## config.mk

```make
export PLATFORM = sky130hd
export DESIGN_NAME = cpu_register_file_pc_ccr
export DESIGN_NICKNAME = d
export VERILOG_FILES = /design/src/regfile_pkg.sv /design/src/cpu_register_file_pc_ccr.sv
export SDC_FILE = /design/constraint.sdc
export NUM_CORES = 1
export LEC_CHECK = 0
export ABC_CLOCK_PERIOD_IN_PS = 2390
export BUFFER_PORTS_ARGS = -buffer_cell sky130_fd_sc_hd__clkbuf_2
export CAP_MARGIN = 5
export CELL_PAD_IN_SITES_DETAIL_PLACEMENT = 1
export CELL_PAD_IN_SITES_GLOBAL_PLACEMENT = 2
export CORE_MARGIN = 2
export CORE_UTILIZATION = 30
export DETAILED_ROUTE_END_ITERATION = 6
export PLACE_DENSITY = 0.73
export SYNTH_ARGS = -nofsm -noshare
export SYNTH_HDL_FRONTEND = slang
export SYNTH_SLANG_ARGS = --single-unit
```

## constraint.sdc

```tcl
create_clock -name mclk -period 2.39 [get_ports mclk]
set_input_delay 0.239 -clock mclk [delete_from_list [all_inputs] [get_ports mclk]]
set_output_delay 0.239 -clock mclk [all_outputs]
set_load 0.02 [all_outputs]
```

## src/regfile_pkg.sv

```systemverilog
package regfile_pkg;

    // Register counts and widths.
    localparam int NUM_REGS = 8;
    localparam int STACK_INDEX = 7;
    localparam int PTR_WIDTH = 24;

    // Operand sizes selected per access.
    typedef enum logic [1:0] {
        SIZE_BYTE,
        SIZE_WORD,
        SIZE_LONG
    } op_size_e;

    // Sub-register selection for byte and word accesses.
    localparam logic [1:0] SEL_LOW_BYTE = 2'h0;
    localparam logic [1:0] SEL_HIGH_BYTE = 2'h1;
    localparam logic [1:0] SEL_LOW_WORD = 2'h2;
    localparam logic [1:0] SEL_EXT_WORD = 2'h3;

    // Condition flag bit positions.
    localparam int FLAG_I = 7;
    localparam int FLAG_USER_BIT_SIX = 6;
    localparam int FLAG_H = 5;
    localparam int FLAG_U = 4;
    localparam int FLAG_N = 3;
    localparam int FLAG_Z = 2;
    localparam int FLAG_V = 1;
    localparam int FLAG_C = 0;

    // Half-carry positions per operand size.
    localparam int HC_BIT_BYTE = 3;
    localparam int HC_BIT_WORD = 11;
    localparam int HC_BIT_LONG = 27;

    // Values after reset.
    localparam logic [7:0] FLAGS_RESET = 8'h80;
    localparam logic [23:0] PTR_RESET = 24'h000000;
    localparam logic [31:0] GEN_RESET = 32'h00000000;

    // Control instruction operations on the condition flags.
    typedef enum logic [2:0] {
        CTL_NONE,
        CTL_LOAD,
        CTL_AND,
        CTL_OR,
        CTL_XOR
    } ctl_op_e;

endpackage : regfile_pkg

```

## src/cpu_register_file_pc_ccr.sv

```systemverilog
`timescale 1ns/1ns

module cpu_register_file_pc_ccr (
    // Clock and reset.
    input wire logic mclk,
    input wire logic rst_n,
    // Read port A.
    input wire logic [2:0] rd_a_index,
    input wire regfile_pkg::op_size_e rd_a_size,
    input wire logic [1:0] rd_a_sel,
    output logic [31:0] rd_a_data,
    // Read port B.
    input wire logic [2:0] rd_b_index,
    input wire regfile_pkg::op_size_e rd_b_size,
    input wire logic [1:0] rd_b_sel,
    output logic [31:0] rd_b_data,
    // Write port.
    input wire logic wr_en,
    input wire logic [2:0] wr_index,
    input wire regfile_pkg::op_size_e wr_size,
    input wire logic [1:0] wr_sel,
    input wire logic [31:0] wr_data,
    // Stack pointer update for implicit pushes and pops.
    input wire logic stack_wr_en,
    input wire logic [31:0] stack_wr_data,
    output logic [31:0] stack_pointer,
    // Next instruction pointer.
    input wire logic ptr_load,
    input wire logic [23:0] ptr_load_data,
    input wire logic vector_load,
    input wire logic [23:0] vector_data,
    output logic [23:0] next_instruction_pointer,
    output logic [23:0] fetch_addr,
    // Condition flag control instructions.
    input wire regfile_pkg::ctl_op_e ctl_op,
    input wire logic [7:0] ctl_imm,
    output logic [7:0] condition_flags,
    // Flag update from an arithmetic result.
    input wire logic alu_flags_en,
    input wire regfile_pkg::op_size_e alu_size,
    input wire logic [31:0] alu_result,
    input wire logic alu_hc_en,
    input wire logic [31:0] alu_op_a,
    input wire logic [31:0] alu_op_b,
    input wire logic alu_sub,
    input wire logic alu_v,
    input wire logic alu_c_en,
    input wire logic alu_c,
    // Exception entry and interrupt gating.
    input wire logic exc_start,
    input wire logic irq_pending,
    input wire logic nmi_pending,
    output logic irq_accept,
    // Branch condition evaluation.
    input wire logic [3:0] cond_code,
    output logic cond_true
);

    logic [31:0] gen_reg [regfile_pkg::NUM_REGS];
    logic [23:0] ptr_reg;
    logic [7:0] flags_reg;

    // Narrow read extraction, zero extended into the low bits of the port.
    function automatic logic [31:0] read_view(input logic [31:0] r,
                                              input regfile_pkg::op_size_e sz,
                                              input logic [1:0] sel);
        logic [31:0] v;
        v = r;
        if (sz == regfile_pkg::SIZE_BYTE) begin
            v = (sel == regfile_pkg::SEL_HIGH_BYTE) ? {24'h000000, r[15:8]}
                                                     : {24'h000000, r[7:0]};
        end else if (sz == regfile_pkg::SIZE_WORD) begin
            v = (sel == regfile_pkg::SEL_EXT_WORD) ? {16'h0000, r[31:16]}
                                                    : {16'h0000, r[15:0]};
        end
        return v;
    endfunction : read_view

    // Merge a narrow write so untouched bits keep their old value.
    function automatic logic [31:0] write_merge(input logic [31:0] r,
                                                input regfile_pkg::op_size_e sz,
                                                input logic [1:0] sel,
                                                input logic [31:0] d);
        logic [31:0] v;
        v = d;
        if (sz == regfile_pkg::SIZE_BYTE) begin
            if (sel == regfile_pkg::SEL_HIGH_BYTE) begin
                v = {r[31:16], d[7:0], r[7:0]};
            end else begin
                v = {r[31:8], d[7:0]};
            end
        end else if (sz == regfile_pkg::SIZE_WORD) begin
            if (sel == regfile_pkg::SEL_EXT_WORD) begin
                v = {d[15:0], r[15:0]};
            end else begin
                v = {r[31:16], d[15:0]};
            end
        end
        return v;
    endfunction : write_merge

    // Carry or borrow out of a given bit, recovered from operands and result.
    function automatic logic carry_out_of(input logic [31:0] a,
                                          input logic [31:0] b,
                                          input logic [31:0] res,
                                          input logic sub,
                                          input int pos);
        logic [31:0] bb;
        bb = sub ? ~b : b;
        return (a[pos+1] ^ bb[pos+1] ^ res[pos+1]) ^ sub;
    endfunction : carry_out_of

    // General registers; the explicit write port wins over an implicit stack update
    // to the same register because the instruction result is the newer value.
    always_ff @(posedge mclk) begin
        if (!rst_n) begin
            for (int i = 0; i < regfile_pkg::NUM_REGS; i++) begin
                gen_reg[i] <= regfile_pkg::GEN_RESET;
            end
        end else begin
            if (stack_wr_en) begin
                gen_reg[regfile_pkg::STACK_INDEX] <= stack_wr_data;
            end
            if (wr_en) begin
                gen_reg[wr_index] <= write_merge(gen_reg[wr_index], wr_size, wr_sel,
                                                 wr_data);
            end
        end
    end

    // Two independent read ports, each with its own width and half select.
    assign rd_a_data = read_view(gen_reg[rd_a_index], rd_a_size, rd_a_sel);
    assign rd_b_data = read_view(gen_reg[rd_b_index], rd_b_size, rd_b_sel);
    assign stack_pointer = gen_reg[regfile_pkg::STACK_INDEX];

    // Instruction pointer; the vector fetch of the reset sequence has priority.
    always_ff @(posedge mclk) begin
        if (!rst_n) begin
            ptr_reg <= regfile_pkg::PTR_RESET;
        end else if (vector_load) begin
            ptr_reg <= vector_data;
        end else if (ptr_load) begin
            ptr_reg <= ptr_load_data;
        end
    end

    assign next_instruction_pointer = ptr_reg;
    // Instructions are whole words, so the odd address bit never reaches the bus.
    assign fetch_addr = {ptr_reg[23:1], 1'b0};

    // Size-dependent result flags, declared before the flag register reads them.
    logic alu_n;
    logic alu_z;
    logic alu_h;

    // Flag register. Only the mask bit has a defined reset value; the others are
    // cleared here too so simulation never carries unknowns into branches.
    always_ff @(posedge mclk) begin
        if (!rst_n) begin
            flags_reg <= regfile_pkg::FLAGS_RESET;
        end else begin
            case (ctl_op)
                regfile_pkg::CTL_LOAD: flags_reg <= ctl_imm;
                regfile_pkg::CTL_AND: flags_reg <= flags_reg & ctl_imm;
                regfile_pkg::CTL_OR: flags_reg <= flags_reg | ctl_imm;
                regfile_pkg::CTL_XOR: flags_reg <= flags_reg ^ ctl_imm;
                default: begin
                    if (alu_flags_en) begin
                        // User bits are untouched by arithmetic.
                        flags_reg[regfile_pkg::FLAG_N] <= alu_n;
                        flags_reg[regfile_pkg::FLAG_Z] <= alu_z;
                        flags_reg[regfile_pkg::FLAG_V] <= alu_v;
                        if (alu_hc_en) begin
                            flags_reg[regfile_pkg::FLAG_H] <= alu_h;
                        end
                        if (alu_c_en) begin
                            flags_reg[regfile_pkg::FLAG_C] <= alu_c;
                        end
                    end
                end
            endcase
            if (exc_start) begin
                flags_reg[regfile_pkg::FLAG_I] <= 1'b1;
            end
        end
    end

    assign condition_flags = flags_reg;

    // Size-dependent result flags.
    always_comb begin
        case (alu_size)
            regfile_pkg::SIZE_BYTE: begin
                alu_n = alu_result[7];
                alu_z = (alu_result[7:0] == 8'h00);
                alu_h = carry_out_of(alu_op_a, alu_op_b, alu_result, alu_sub,
                                     regfile_pkg::HC_BIT_BYTE);
            end
            regfile_pkg::SIZE_WORD: begin
                alu_n = alu_result[15];
                alu_z = (alu_result[15:0] == 16'h0000);
                alu_h = carry_out_of(alu_op_a, alu_op_b, alu_result, alu_sub,
                                     regfile_pkg::HC_BIT_WORD);
            end
            default: begin
                alu_n = alu_result[31];
                alu_z = (alu_result == 32'h00000000);
                alu_h = carry_out_of(alu_op_a, alu_op_b, alu_result, alu_sub,
                                     regfile_pkg::HC_BIT_LONG);
            end
        endcase
    end

    // Interrupt gating; the non-maskable source ignores the mask.
    assign irq_accept = nmi_pending
        | (irq_pending & ~flags_reg[regfile_pkg::FLAG_I]);

    // Branch conditions in the usual sixteen-way encoding.
    logic fn;
    logic fz;
    logic fv;
    logic fc;
    assign fn = flags_reg[regfile_pkg::FLAG_N];
    assign fz = flags_reg[regfile_pkg::FLAG_Z];
    assign fv = flags_reg[regfile_pkg::FLAG_V];
    assign fc = flags_reg[regfile_pkg::FLAG_C];
    always_comb begin
        case (cond_code)
            4'h0: cond_true = 1'b1;
            4'h1: cond_true = 1'b0;
            4'h2: cond_true = ~(fc | fz);
            4'h3: cond_true = fc | fz;
            4'h4: cond_true = ~fc;
            4'h5: cond_true = fc;
            4'h6: cond_true = ~fz;
            4'h7: cond_true = fz;
            4'h8: cond_true = ~fv;
            4'h9: cond_true = fv;
            4'ha: cond_true = ~fn;
            4'hb: cond_true = fn;
            4'hc: cond_true = ~(fn ^ fv);
            4'hd: cond_true = fn ^ fv;
            4'he: cond_true = ~(fz | (fn ^ fv));
            default: cond_true = fz | (fn ^ fv);
        endcase
    end

endmodule : cpu_register_file_pc_ccr

```

==> impl_metrics.toml, run 1 <==
[run_status]
outcome = "complete, but fails checks"
violations = "setup timing"

[setup_path]
cp_slowest_stage_delay_ns = 0.52
path_cells = "mux4_2 > mux2_4 > mux2i_2 > nor2_1 > buf_2"
reg2reg_to = "condition_flags[2]$_SDFFE_PN0P_"
end_kind = "output port"
cp_max_fo = 3
cp.arrival_ns = 2.28
worstPathRequired_ns = 2.15
r2r_slack_ns = 0.95
timing.rr.start = "condition_flags[2]$_SDFFE_PN0P_"
worstSetupStartpointType = "flop"
r2r_cells = 6
cp_slowest_cell = "mux4_2"
worst-setup-path-type = "flop to output port"

[sta]
setup_viol = 21
hold_viol = 0
worst_slew_pin_slew_ns = 1.07
fmax_ghz = 0.397
rsz0062_at_grt = "true"
drv_slew = 0
skew_ns = 0
hold_slack_ns = 0.0275
fin_crit_sh_pct = 105
setup_ws_ns = -0.127
relSlewSlack_pct = 28.4
fin_crit_ns = 2.52

[clock_tree]
clkSinkCount = 288
numCtsBuffers = 37
path_clk_slew_ns = 0.06
cts_tree = "yes"
clk_latency_ns = 0.56
cts-root-buf = "clkbuf_16"
cts_max_level = 2
clock_path_buffers = 3

[power]
clkPwrFrac_pct = 37.1
irDropWorstVdd_mv = 0.397
p_sw_mw = 4.41
seq_power_share_pct = 39.9
sw_frac_of_total_pct = 29.2
pwr_density_cell_nw_per_um2 = 659
finalPower_mw = 15.1
leakage_nw = 9.06
power.internal_mw = 10.7
comb_power_share_pct = 23.0

[synthesis]
ys.flop_type = "edfxtp_1"
yosys.cell_types.count = 61
ys_ff_latch = 288
syn_area_per_cell_um2 = 12.4
synth.net_count = 1619
ys_warn_count = 0
netlist_top_cells_area = "edfxtp_1 46%, mux4_2 17%, nor2_1 6.7%, dfxtp_1 3.8%, mux2i_1 3.5%"
synth_edf_count = 256
synth.top_cell.area_share_pct = 46.1
ys_seq_area_share_pct = 49.9
ys_async_sr_fraction_pct = 0
synthCells = 1342
syn_area_um2 = 16700
yosys.area.top_type = "edfxtp_1"

[flow_run]
drv_cap = 0

[global_route]
first_global_vias = 14700
grt-ovfl-total = 0
antenna_found_initial = 6
track_usage_pct = 23.5
grt_pass1_wl_um = 98100
grt_max_degree = 49

[placed_design]
gp_congestion = 0.909
post-place-ws_ns = -0.0801
port-buffer-count = 354
dp_hpwl_um = 50800

[floorplanning]
fp.dieArea_um2 = 57500
die_x_um = 240
pin_count = 415
die_h_um = 240
start_util_pct = 30.3
rows = 86
core_area_um2 = 55100

[cells_and_area]
nets = 2123
largest_reg_flops = 256
finish.utilization_pct = 41.7
drive_gt1_share_pct = 44.7
syn2layout_area_growth_pct = 37.6

[route]
vias = 14000
drt-initial-drc-count = 1029
drc = 0
wl_um = 68000
detail-route-antenna-nets = 0
drt_pass1_iterations = 5
via_per_inst = 5.32
avgRoutedWirePerCell_um = 25.9

[min_path]
min_from = "stack_wr_data[12]"
holdPathEnd = "gen_reg[7][12]$_DFFE_PP_"
hold_path.class = "input pin to flop"
holdPathStages = 2
[cells by family (layout without fill, tap and decap cells)]
family,Yosys count,count (layout),share of synthesized area [%]
other,1,4,0.0225
XOR/XNOR,6,6,0.562
buffers and inverters,131,662,4.30
flip-flops,288,288,49.9
adder cells (fa/ha/maj),16,16,1.20
AND/OR/NAND/NOR,503,503,13.2
multiplexers,209,209,22.3
AO/OA/AOI/OAI,188,188,8.53
[through the flow]
step | setup TNS (ns) | cell area [µm²] | instances
final | -0.985 | 23000 | 2624
after detailed placement | -0.122 | 20000 | 2473
after CTS | -2.09 | 22500 | 2614
after global routing | -2.71 | 23000 | 2623
after global placement | -0.170 | 20000 | 2473
after floorplan | 0 | 16700 | 1342
[worst max-delay path by stage]
| stage | from | to | slack [ns] | cells after the start |
|---|---|---|---|---|
| after global placement | rd_b_index[1] | rd_b_data[1] | -0.12 | 7 |
| after floorplan | wr_size[0] | gen_reg[0][16]$_SDFFCE_PN0P_ | 0.38 | 6 |
| after CTS | gen_reg[7][15]$_DFFE_PP_ | rd_a_data[15] | -0.12 | 5 |
| after detailed placement | rd_b_index[1] | rd_b_data[1] | -0.08 | 7 |
| final | gen_reg[7][15]$_DFFE_PP_ | rd_a_data[15] | -0.13 | 5 |
| after global routing | gen_reg[7][15]$_DFFE_PP_ | rd_a_data[15] | -0.16 | 5 |
[synth_stat cells, drive strengths merged, types with 9 or more instances]
library cell  instances
nand2                81
inv                  21
o22ai                10
edfxtp              256
ha                   16
clkbuf               42
a21oi                35
nor2                298
a2bb2oi               9
nor3                 18
a221oi               16
mux2                 23
mux4                128
nor2b                50
mux2i                58
o2bb2ai              34
o21a                 14
dfxtp                32
a211oi               17
buf                  68
and2                 19
a22oi                25
[routing by layer]
metal | vias to the layer above | wire length [µm] | global-route usage, % | share of wire (%)
li1 | 6090 | - | - | -
met1 | 7090 | 26700 | 28.9 | 39
met2 | 688 | 33500 | 40.2 | 49
met3 | 98 | 5930 | 6.12 | 8.7
met4 | 6 | 1750 | 7.47 | 2.6
met5 | - | 36 | 0 | 0.053
[critical path, delay by kind of cell (launching register included)]
kind                   cells  cell delay [ns]
buffers and inverters      1             0.16
DFF                        1             0.46
muxes                      3             1.04
and+or+nand+nor            1             0.07
[cells in the final DEF, fill, tap and decap left out, types with 16 or more instances in the layout]
cell type	n
clkbuf_2	313
nor2_1	281
edfxtp_1	256
buf_4	153
mux4_2	128
nand2_1	81
dlygate4sd3_1	58
mux2i_1	44
nor2b_1	41
clkbuf_16	37
o2bb2ai_1	34
a21oi_1	33
dfxtp_1	31
buf_6	23
mux2_4	22
inv_1	20
a22oi_1	19
and2_4	17
ha_1	16
[cell type report]
type                            instances  area [µm²]
Sequential cell                       288        8330
Clock inverter                         23         251
Inverter                               21        78.8
Antenna cell                            3        7.51
Timing Repair Buffer                  575        4030
Multi-Input combinational cell        923        8380
Clock buffer                           43         948
Tap cell                              748         936
Fill cell                            5957       32100
[timing repair]
| item | in CTS | in global routing |
|---|---|---|
| setup endpoints to repair | 35 | 39 |
| hold endpoints to repair | 58 | 0 |
| setup buffers | 18 | 8 |
| hold buffers | 58 | 0 |
| pin swaps | 20 | 13 |
| resized for setup | 145 | 127 |
| gates cloned | 0 | 0 |
[power by group through the flow]
stage	combinational [mW]	clock, mW	sequential, mW
final	3.48	5.61	6.04
after global routing	3.67	5.91	6.08
after CTS	3.28	5.73	6.04
after detailed placement	2.90	0	6.15
after global placement	2.86	0	6.11
after floorplan	1.57	0	6.15
(Power assumes the default switching activity.)
==> run 2, diff against run 1 <==
ABC_AREA = 1   (was unset)
CORE_MARGIN = 1.5   (was 2)
PLACE_DENSITY = 0.81   (was 0.73)
==> impl_metrics.toml, run 2 <==
[sta]
fmax_ghz = 0.419
fin_setup_tns_ns = 0
fin_crit_ns = 2.39
relSlewSlack_pct = 21.7
fin_crit_sh_pct = 99.9
rsz0062_at_grt = "true"
worst_slew_pin_slew_ns = 1.17
hold_viol = 0
setup_viol = 0
skew_ns = 0
drv_slew = 0

[setup_path]
r2r_slack_ns = 0.83
cp.arrival_ns = 2.15
end_kind = "output port"
worst-setup-path-type = "flop to output port"
reg2reg_to = "condition_flags[0]$_SDFFE_PN0P_"
r2r_cells = 8
endpoint = "rd_b_data[2]"
startpoint = "gen_reg[1][10]$_SDFFCE_PN0P_"
worstSetupStartpointType = "flop"
worstPathRequired_ns = 2.15
timing.rr.start = "condition_flags[0]$_SDFFE_PN0P_"
cp_max_fo = 2

[synthesis]
synthAdderAreaFrac_pct = 1.12
synth.net_count = 2560
ys_seq_area_share_pct = 46.8
ys_ff_latch = 288
synthCells = 2283
syn_area_um2 = 17800
synthXorXnorAreaFrac_pct = 0.0984
yosysMostFrequentCell = "nor2_1"
syn_area_per_cell_um2 = 7.80
synth-simple-area-share_pct = 18.8
ys_async_sr_fraction_pct = 0
netlist_top_cells_area = "edfxtp_1 43%, o21ai_0 10%, nor2_1 8.2%, nand2_1 7.0%, inv_1 5.3%"
synth_common_cells = "388 x nor2_1, 362 x o21ai_0, 332 x nand2_1"
synth_top_family_by_area = "compound AO/OA/AOI/OAI gates"
ys_warn_count = 0
ys.flop_type = "edfxtp_1"
synthMuxAreaShare_pct = 0.899
yosys.cell_types.count = 46
synth.top_cell.area_share_pct = 43.2
synth_compound_area_share_pct = 22.2
yosys.area.top_type = "edfxtp_1"
synth_edf_count = 256

[clock_tree]
path_clk_slew_ns = 0.06
clkSinkCount = 288
numCtsBuffers = 37
clk_latency_ns = 0.56
clock_path_buffers = 3
cts_max_level = 2
cts-root-buf = "clkbuf_16"
cts_tree = "yes"

[route]
drt_pass1_iterations = 7
drt-initial-drc-count = 1381
wl_um = 79900
via_per_inst = 5.34
detail-route-antenna-nets = 0
drc = 0
vias = 18500
avgRoutedWirePerCell_um = 23.1

[flow_run]
drv_cap = 0

[placed_design]
dp_hpwl_um = 60000
port-buffer-count = 355
placed_area_um2 = 20900
gp_congestion = 0.883

[floorplanning]
die_h_um = 247
fp.dieArea_um2 = 60800
die_x_um = 247
pin_count = 415
core_area_um2 = 58800
start_util_pct = 30.3
rows = 89

[cells_and_area]
final_common_cell = "nor2_1"
syn2layout_area_growth_pct = 28.7
drive_gt1_share_pct = 24.8
num-fill-cells = 7163
stdcell_area_um2 = 22900
nets = 2941
final_cell_mix = "385 x nor2_1, 326 x nand2_1, 325 x clkbuf_2"
largest_reg_flops = 256

[global_route]
antenna_found_initial = 5
first_global_vias = 18800
grt_pass1_wl_um = 116000
grt-ovfl-total = 0
grt_max_degree = 97
track_usage_pct = 25.7

[min_path]
hold_path.class = "input pin to flop"

[power]
leakage_nw = 9.83
irDropWorstVdd_mv = 0.365
pwr_density_cell_nw_per_um2 = 651

[run_status]
outcome = "finished clean"
## run 2: how the worst min path moves through the flow
stage / end / depth (start not counted) / slack, ns / startpoint
after floorplan: condition_flags[7]$_SDFFE_PP1N_ / 2 / 0.37 / exc_start
after global placement: condition_flags[7]$_SDFFE_PP1N_ / 3 / 0.47 / exc_start
after detailed placement: condition_flags[7]$_SDFFE_PP1N_ / 3 / 0.47 / exc_start
after CTS: next_instruction_pointer[11]$_SDFFE_PN0P_ / 5 / 0.0003 / ptr_load_data[11]
after global routing: next_instruction_pointer[11]$_SDFFE_PN0P_ / 5 / 0.03 / ptr_load_data[11]
final: next_instruction_pointer[0]$_SDFFE_PN0P_ / 5 / 0.01 / vector_data[0]
## run 2: cells by family after synthesis
group,count (synthesis)
AOI/OAI and AO/OA,711
other,1
muxes,16
xor gates and xnor gates,2
adders and majority gates,16
and+or+nand+nor,825
buffers and inverters,424
DFF,288
## run 2: area by class of cell
| type | count | area [µm²] | share of cell area, % |
|---|---|---|---|
| Clock buffer | 43 | 948 | 4.14 |
| Antenna cell | 2 | 5.00 | 0.0218 |
| Inverter | 256 | 963 | 4.20 |
| Timing Repair Buffer | 510 | 3330 | 14.5 |
| Sequential cell | 288 | 8330 | 36.3 |
| Tap cell | 773 | 967 | 4.22 |
| Multi-Input combinational cell | 1571 | 8170 | 35.6 |
| Clock inverter | 21 | 209 | 0.912 |
## run 2: worst max-delay path, stage by stage, from the launching register on
cell and delay (ns):
edfxtp_1 0.40, inv_2 0.11, a21oi_1 0.09, o21ai_1 0.10
o21ai_1 0.11, mux2i_2 0.35, nand2_1 0.12, nand2_2 0.10
o2bb2ai_4 0.09, buf_8 0.13
## run 2: through the flow
step / instances / total power [mW] / hold WS, ns / setup slack [ns] / utilization (%)
6_report: 3464 / 14.9 / 0.0133 / 0.00125 / 39.0
5_1_grt: 3463 / 15.5 / 0.0264 / -0.0230 / 39.0
4_1_cts: 3458 / 14.9 / 0.000269 / -0.0638 / 38.5
3_5_place_dp: 3375 / 9.18 / 0.474 / 0.00396 / 35.6
3_3_place_gp: 3375 / 9.08 / 0.466 / 0.0685 / 35.6
2_1_floorplan: 2283 / 7.72 / 0.368 / 0.357 / -
## run 2: timing repair
item	4_1_cts	5_1_grt
hold buffers	14	0
setup endpoints to repair	29	33
cloned	0	0
pin swaps	5	19
buffers inserted	10	10
hold endpoints to repair	14	0
gates resized for setup	97	124
## run 2: report_power, final
| part | internal [mW] | switching, mW | total [mW] |
|---|---|---|---|
| Sequential | 5.82 | 0.216 | 6.03 |
| Clock | 3.27 | 2.24 | 5.51 |
| Combinational | 1.17 | 2.20 | 3.37 |
## run 2: routing by layer
metal	track usage, %	vias to the layer above	wire length [µm]	part of all wire, %
li1	-	8506	-	-
met3	5.90	125	6880	8.6
met5	0	-	41	0.051
met1	31.6	9131	31800	40
met4	10.5	6	2860	3.6
met2	43.3	745	38300	48
==> run 3, diff against run 2 <==
==> constraint.sdc (replaced) <==
create_clock -name mclk -period 2.39 [get_ports mclk]
set_input_delay 0.3585 -clock mclk [delete_from_list [all_inputs] [get_ports mclk]]
set_output_delay 0.3585 -clock mclk [all_outputs]
set_load 0.02 [all_outputs]
==> impl_metrics.toml, run 3 (synthesis results as in run 2) <==
[run_status]
outcome = "complete, but fails checks"
violations = "setup timing"

[sta]
setup_ws_ns = -0.0633
fmax_ghz = 0.408
fin_crit_sh_pct = 103
drv_slew = 0
hold_viol = 0
skew_ns = 0
relSlewSlack_pct = 34.8
worst_slew_pin_slew_ns = 0.978
fin_crit_ns = 2.45
rsz0062_at_grt = "true"
setup_viol = 13
fin_setup_tns_ns = -0.372
hold_slack_ns = 0.0329

[global_route]
antenna_found_initial = 3
track_usage_pct = 25.9
grt_max_degree = 54
use_met3_pct = 5.94
grt_use_met2_pct = 44.5
grt-ovfl-total = 0
grt_pass1_wl_um = 117000
grt_busiest_layer = "met2"
grt_util_met1_pct = 31.3
first_global_vias = 19100

[clock_tree]
clkSinkCount = 288
numCtsBuffers = 36
cts_hold_buf = 0
cts_tree = "yes"
path_clk_slew_ns = 0.06
clock_path_buffers = 3
clk_latency_ns = 0.55
cts-root-buf = "clkbuf_16"
cts_max_level = 2

[setup_path]
end_kind = "output port"
cp.arrival_ns = 2.09
worstSetupStartpointType = "input pin"
worstPathRequired_ns = 2.03
worst-setup-path-type = "input pin to output port"
cp_max_fo = 16

[route]
drc = 0
vias = 18800
drt_pass1_iterations = 6
detail-route-antenna-nets = 0
avgRoutedWirePerCell_um = 23.3
wl_um = 82000
drt-initial-drc-count = 1267
via_per_inst = 5.34

[cells_and_area]
nets = 2995
syn2layout_area_growth_pct = 36.2
final_common_cell = "nor2_1"
stdcell_area_um2 = 24300
largest_reg_flops = 256
drive_gt1_share_pct = 30.7
fin_cells = 3518
final_cell_mix = "382 x nor2_1, 308 x clkbuf_2, 307 x nand2_1"
num_antenna_cells = 0
num-fill-cells = 7123
finish.utilization_pct = 41.3

[placed_design]
placed_area_um2 = 21600
dp_hpwl_um = 60900
port-buffer-count = 355
gp_congestion = 0.879
dp.cells = 3443
post-place-ws_ns = -0.185

[floorplanning]
start_util_pct = 30.3
pin_count = 415
fp.dieArea_um2 = 60800
die_x_um = 247
rows = 89
die_h_um = 247
core_area_um2 = 58800

[power]
pwr_density_cell_nw_per_um2 = 615
finalPower_mw = 14.9
leakage_nw = 10.3
irDropWorstVdd_mv = 0.402

[flow_run]
drv_cap = 0

[min_path]
hold_path.class = "input pin to flop"
## run 3: cell types whose count changed in the layout (fill, tap and decap cells not counted), sizes merged
cell	delta
buf	+75
bufbuf	+2
bufinv	-4
clkbuf	-7
clkinv	+2
clkinvlp	+2
diode	-2
dlygate4sd3	-14
## run 3: worst paths after layout
path | start | endpoint | slack [ns] | cells after the start
max | rd_b_index[0] | rd_b_data[7] | -0.06 | 10
min | exc_start | condition_flags[7]$_SDFFE_PP1N_ | 0.03 | 3
max reg2reg | condition_flags[0]$_SDFFE_PN0P_ | condition_flags[0]$_SDFFE_PN0P_ | 0.87 | 8
min reg2reg | condition_flags[2]$_SDFFE_PN0P_ | condition_flags[2]$_SDFFE_PN0P_ | 0.52 | 2
## run 3: what timing repair did
item                       4_1_cts  5_1_grt
buffers inserted                 8       16
pin swaps                       23       38
setup endpoints to repair       43       57
gates resized for setup        258      200
cloned                           2        4
## run 3: cell type report
type | count | area (µm²) | area share [%]
Clock buffer | 44 | 952 | 3.93
Clock inverter | 21 | 111 | 0.459
Inverter | 256 | 963 | 3.97
Multi-Input combinational cell | 1571 | 8710 | 35.9
Sequential cell | 288 | 8330 | 34.3
Tap cell | 773 | 967 | 3.99
Timing Repair Buffer | 565 | 4220 | 17.4
## run 3: routing by layer
layer	share of wire [%]	vias to the layer above
met5	0.033	-
met4	3.5	4
met3	8.2	155
met2	49	755
met1	39	9246
li1	-	8632
## run 3: report_power, final
| group | internal, mW | total (mW) | switching (mW) |
|---|---|---|---|
| clock | 2.84 | 5.09 | 2.25 |
| sequential | 5.82 | 6.03 | 0.219 |
| combinational | 1.45 | 3.80 | 2.36 |
| total | 10.1 | 14.9 | 4.82 |
## run 3: critical path: stages
cell and delay (ns):
buf_4 0.14, inv_1 0.13, buf_6 0.19, buf_12 0.17, nor2_1 0.05, o21ai_0 0.26, nand2_1 0.15, nand3_1 0.24
o2bb2ai_4 0.19, clkbuf_8 0.19
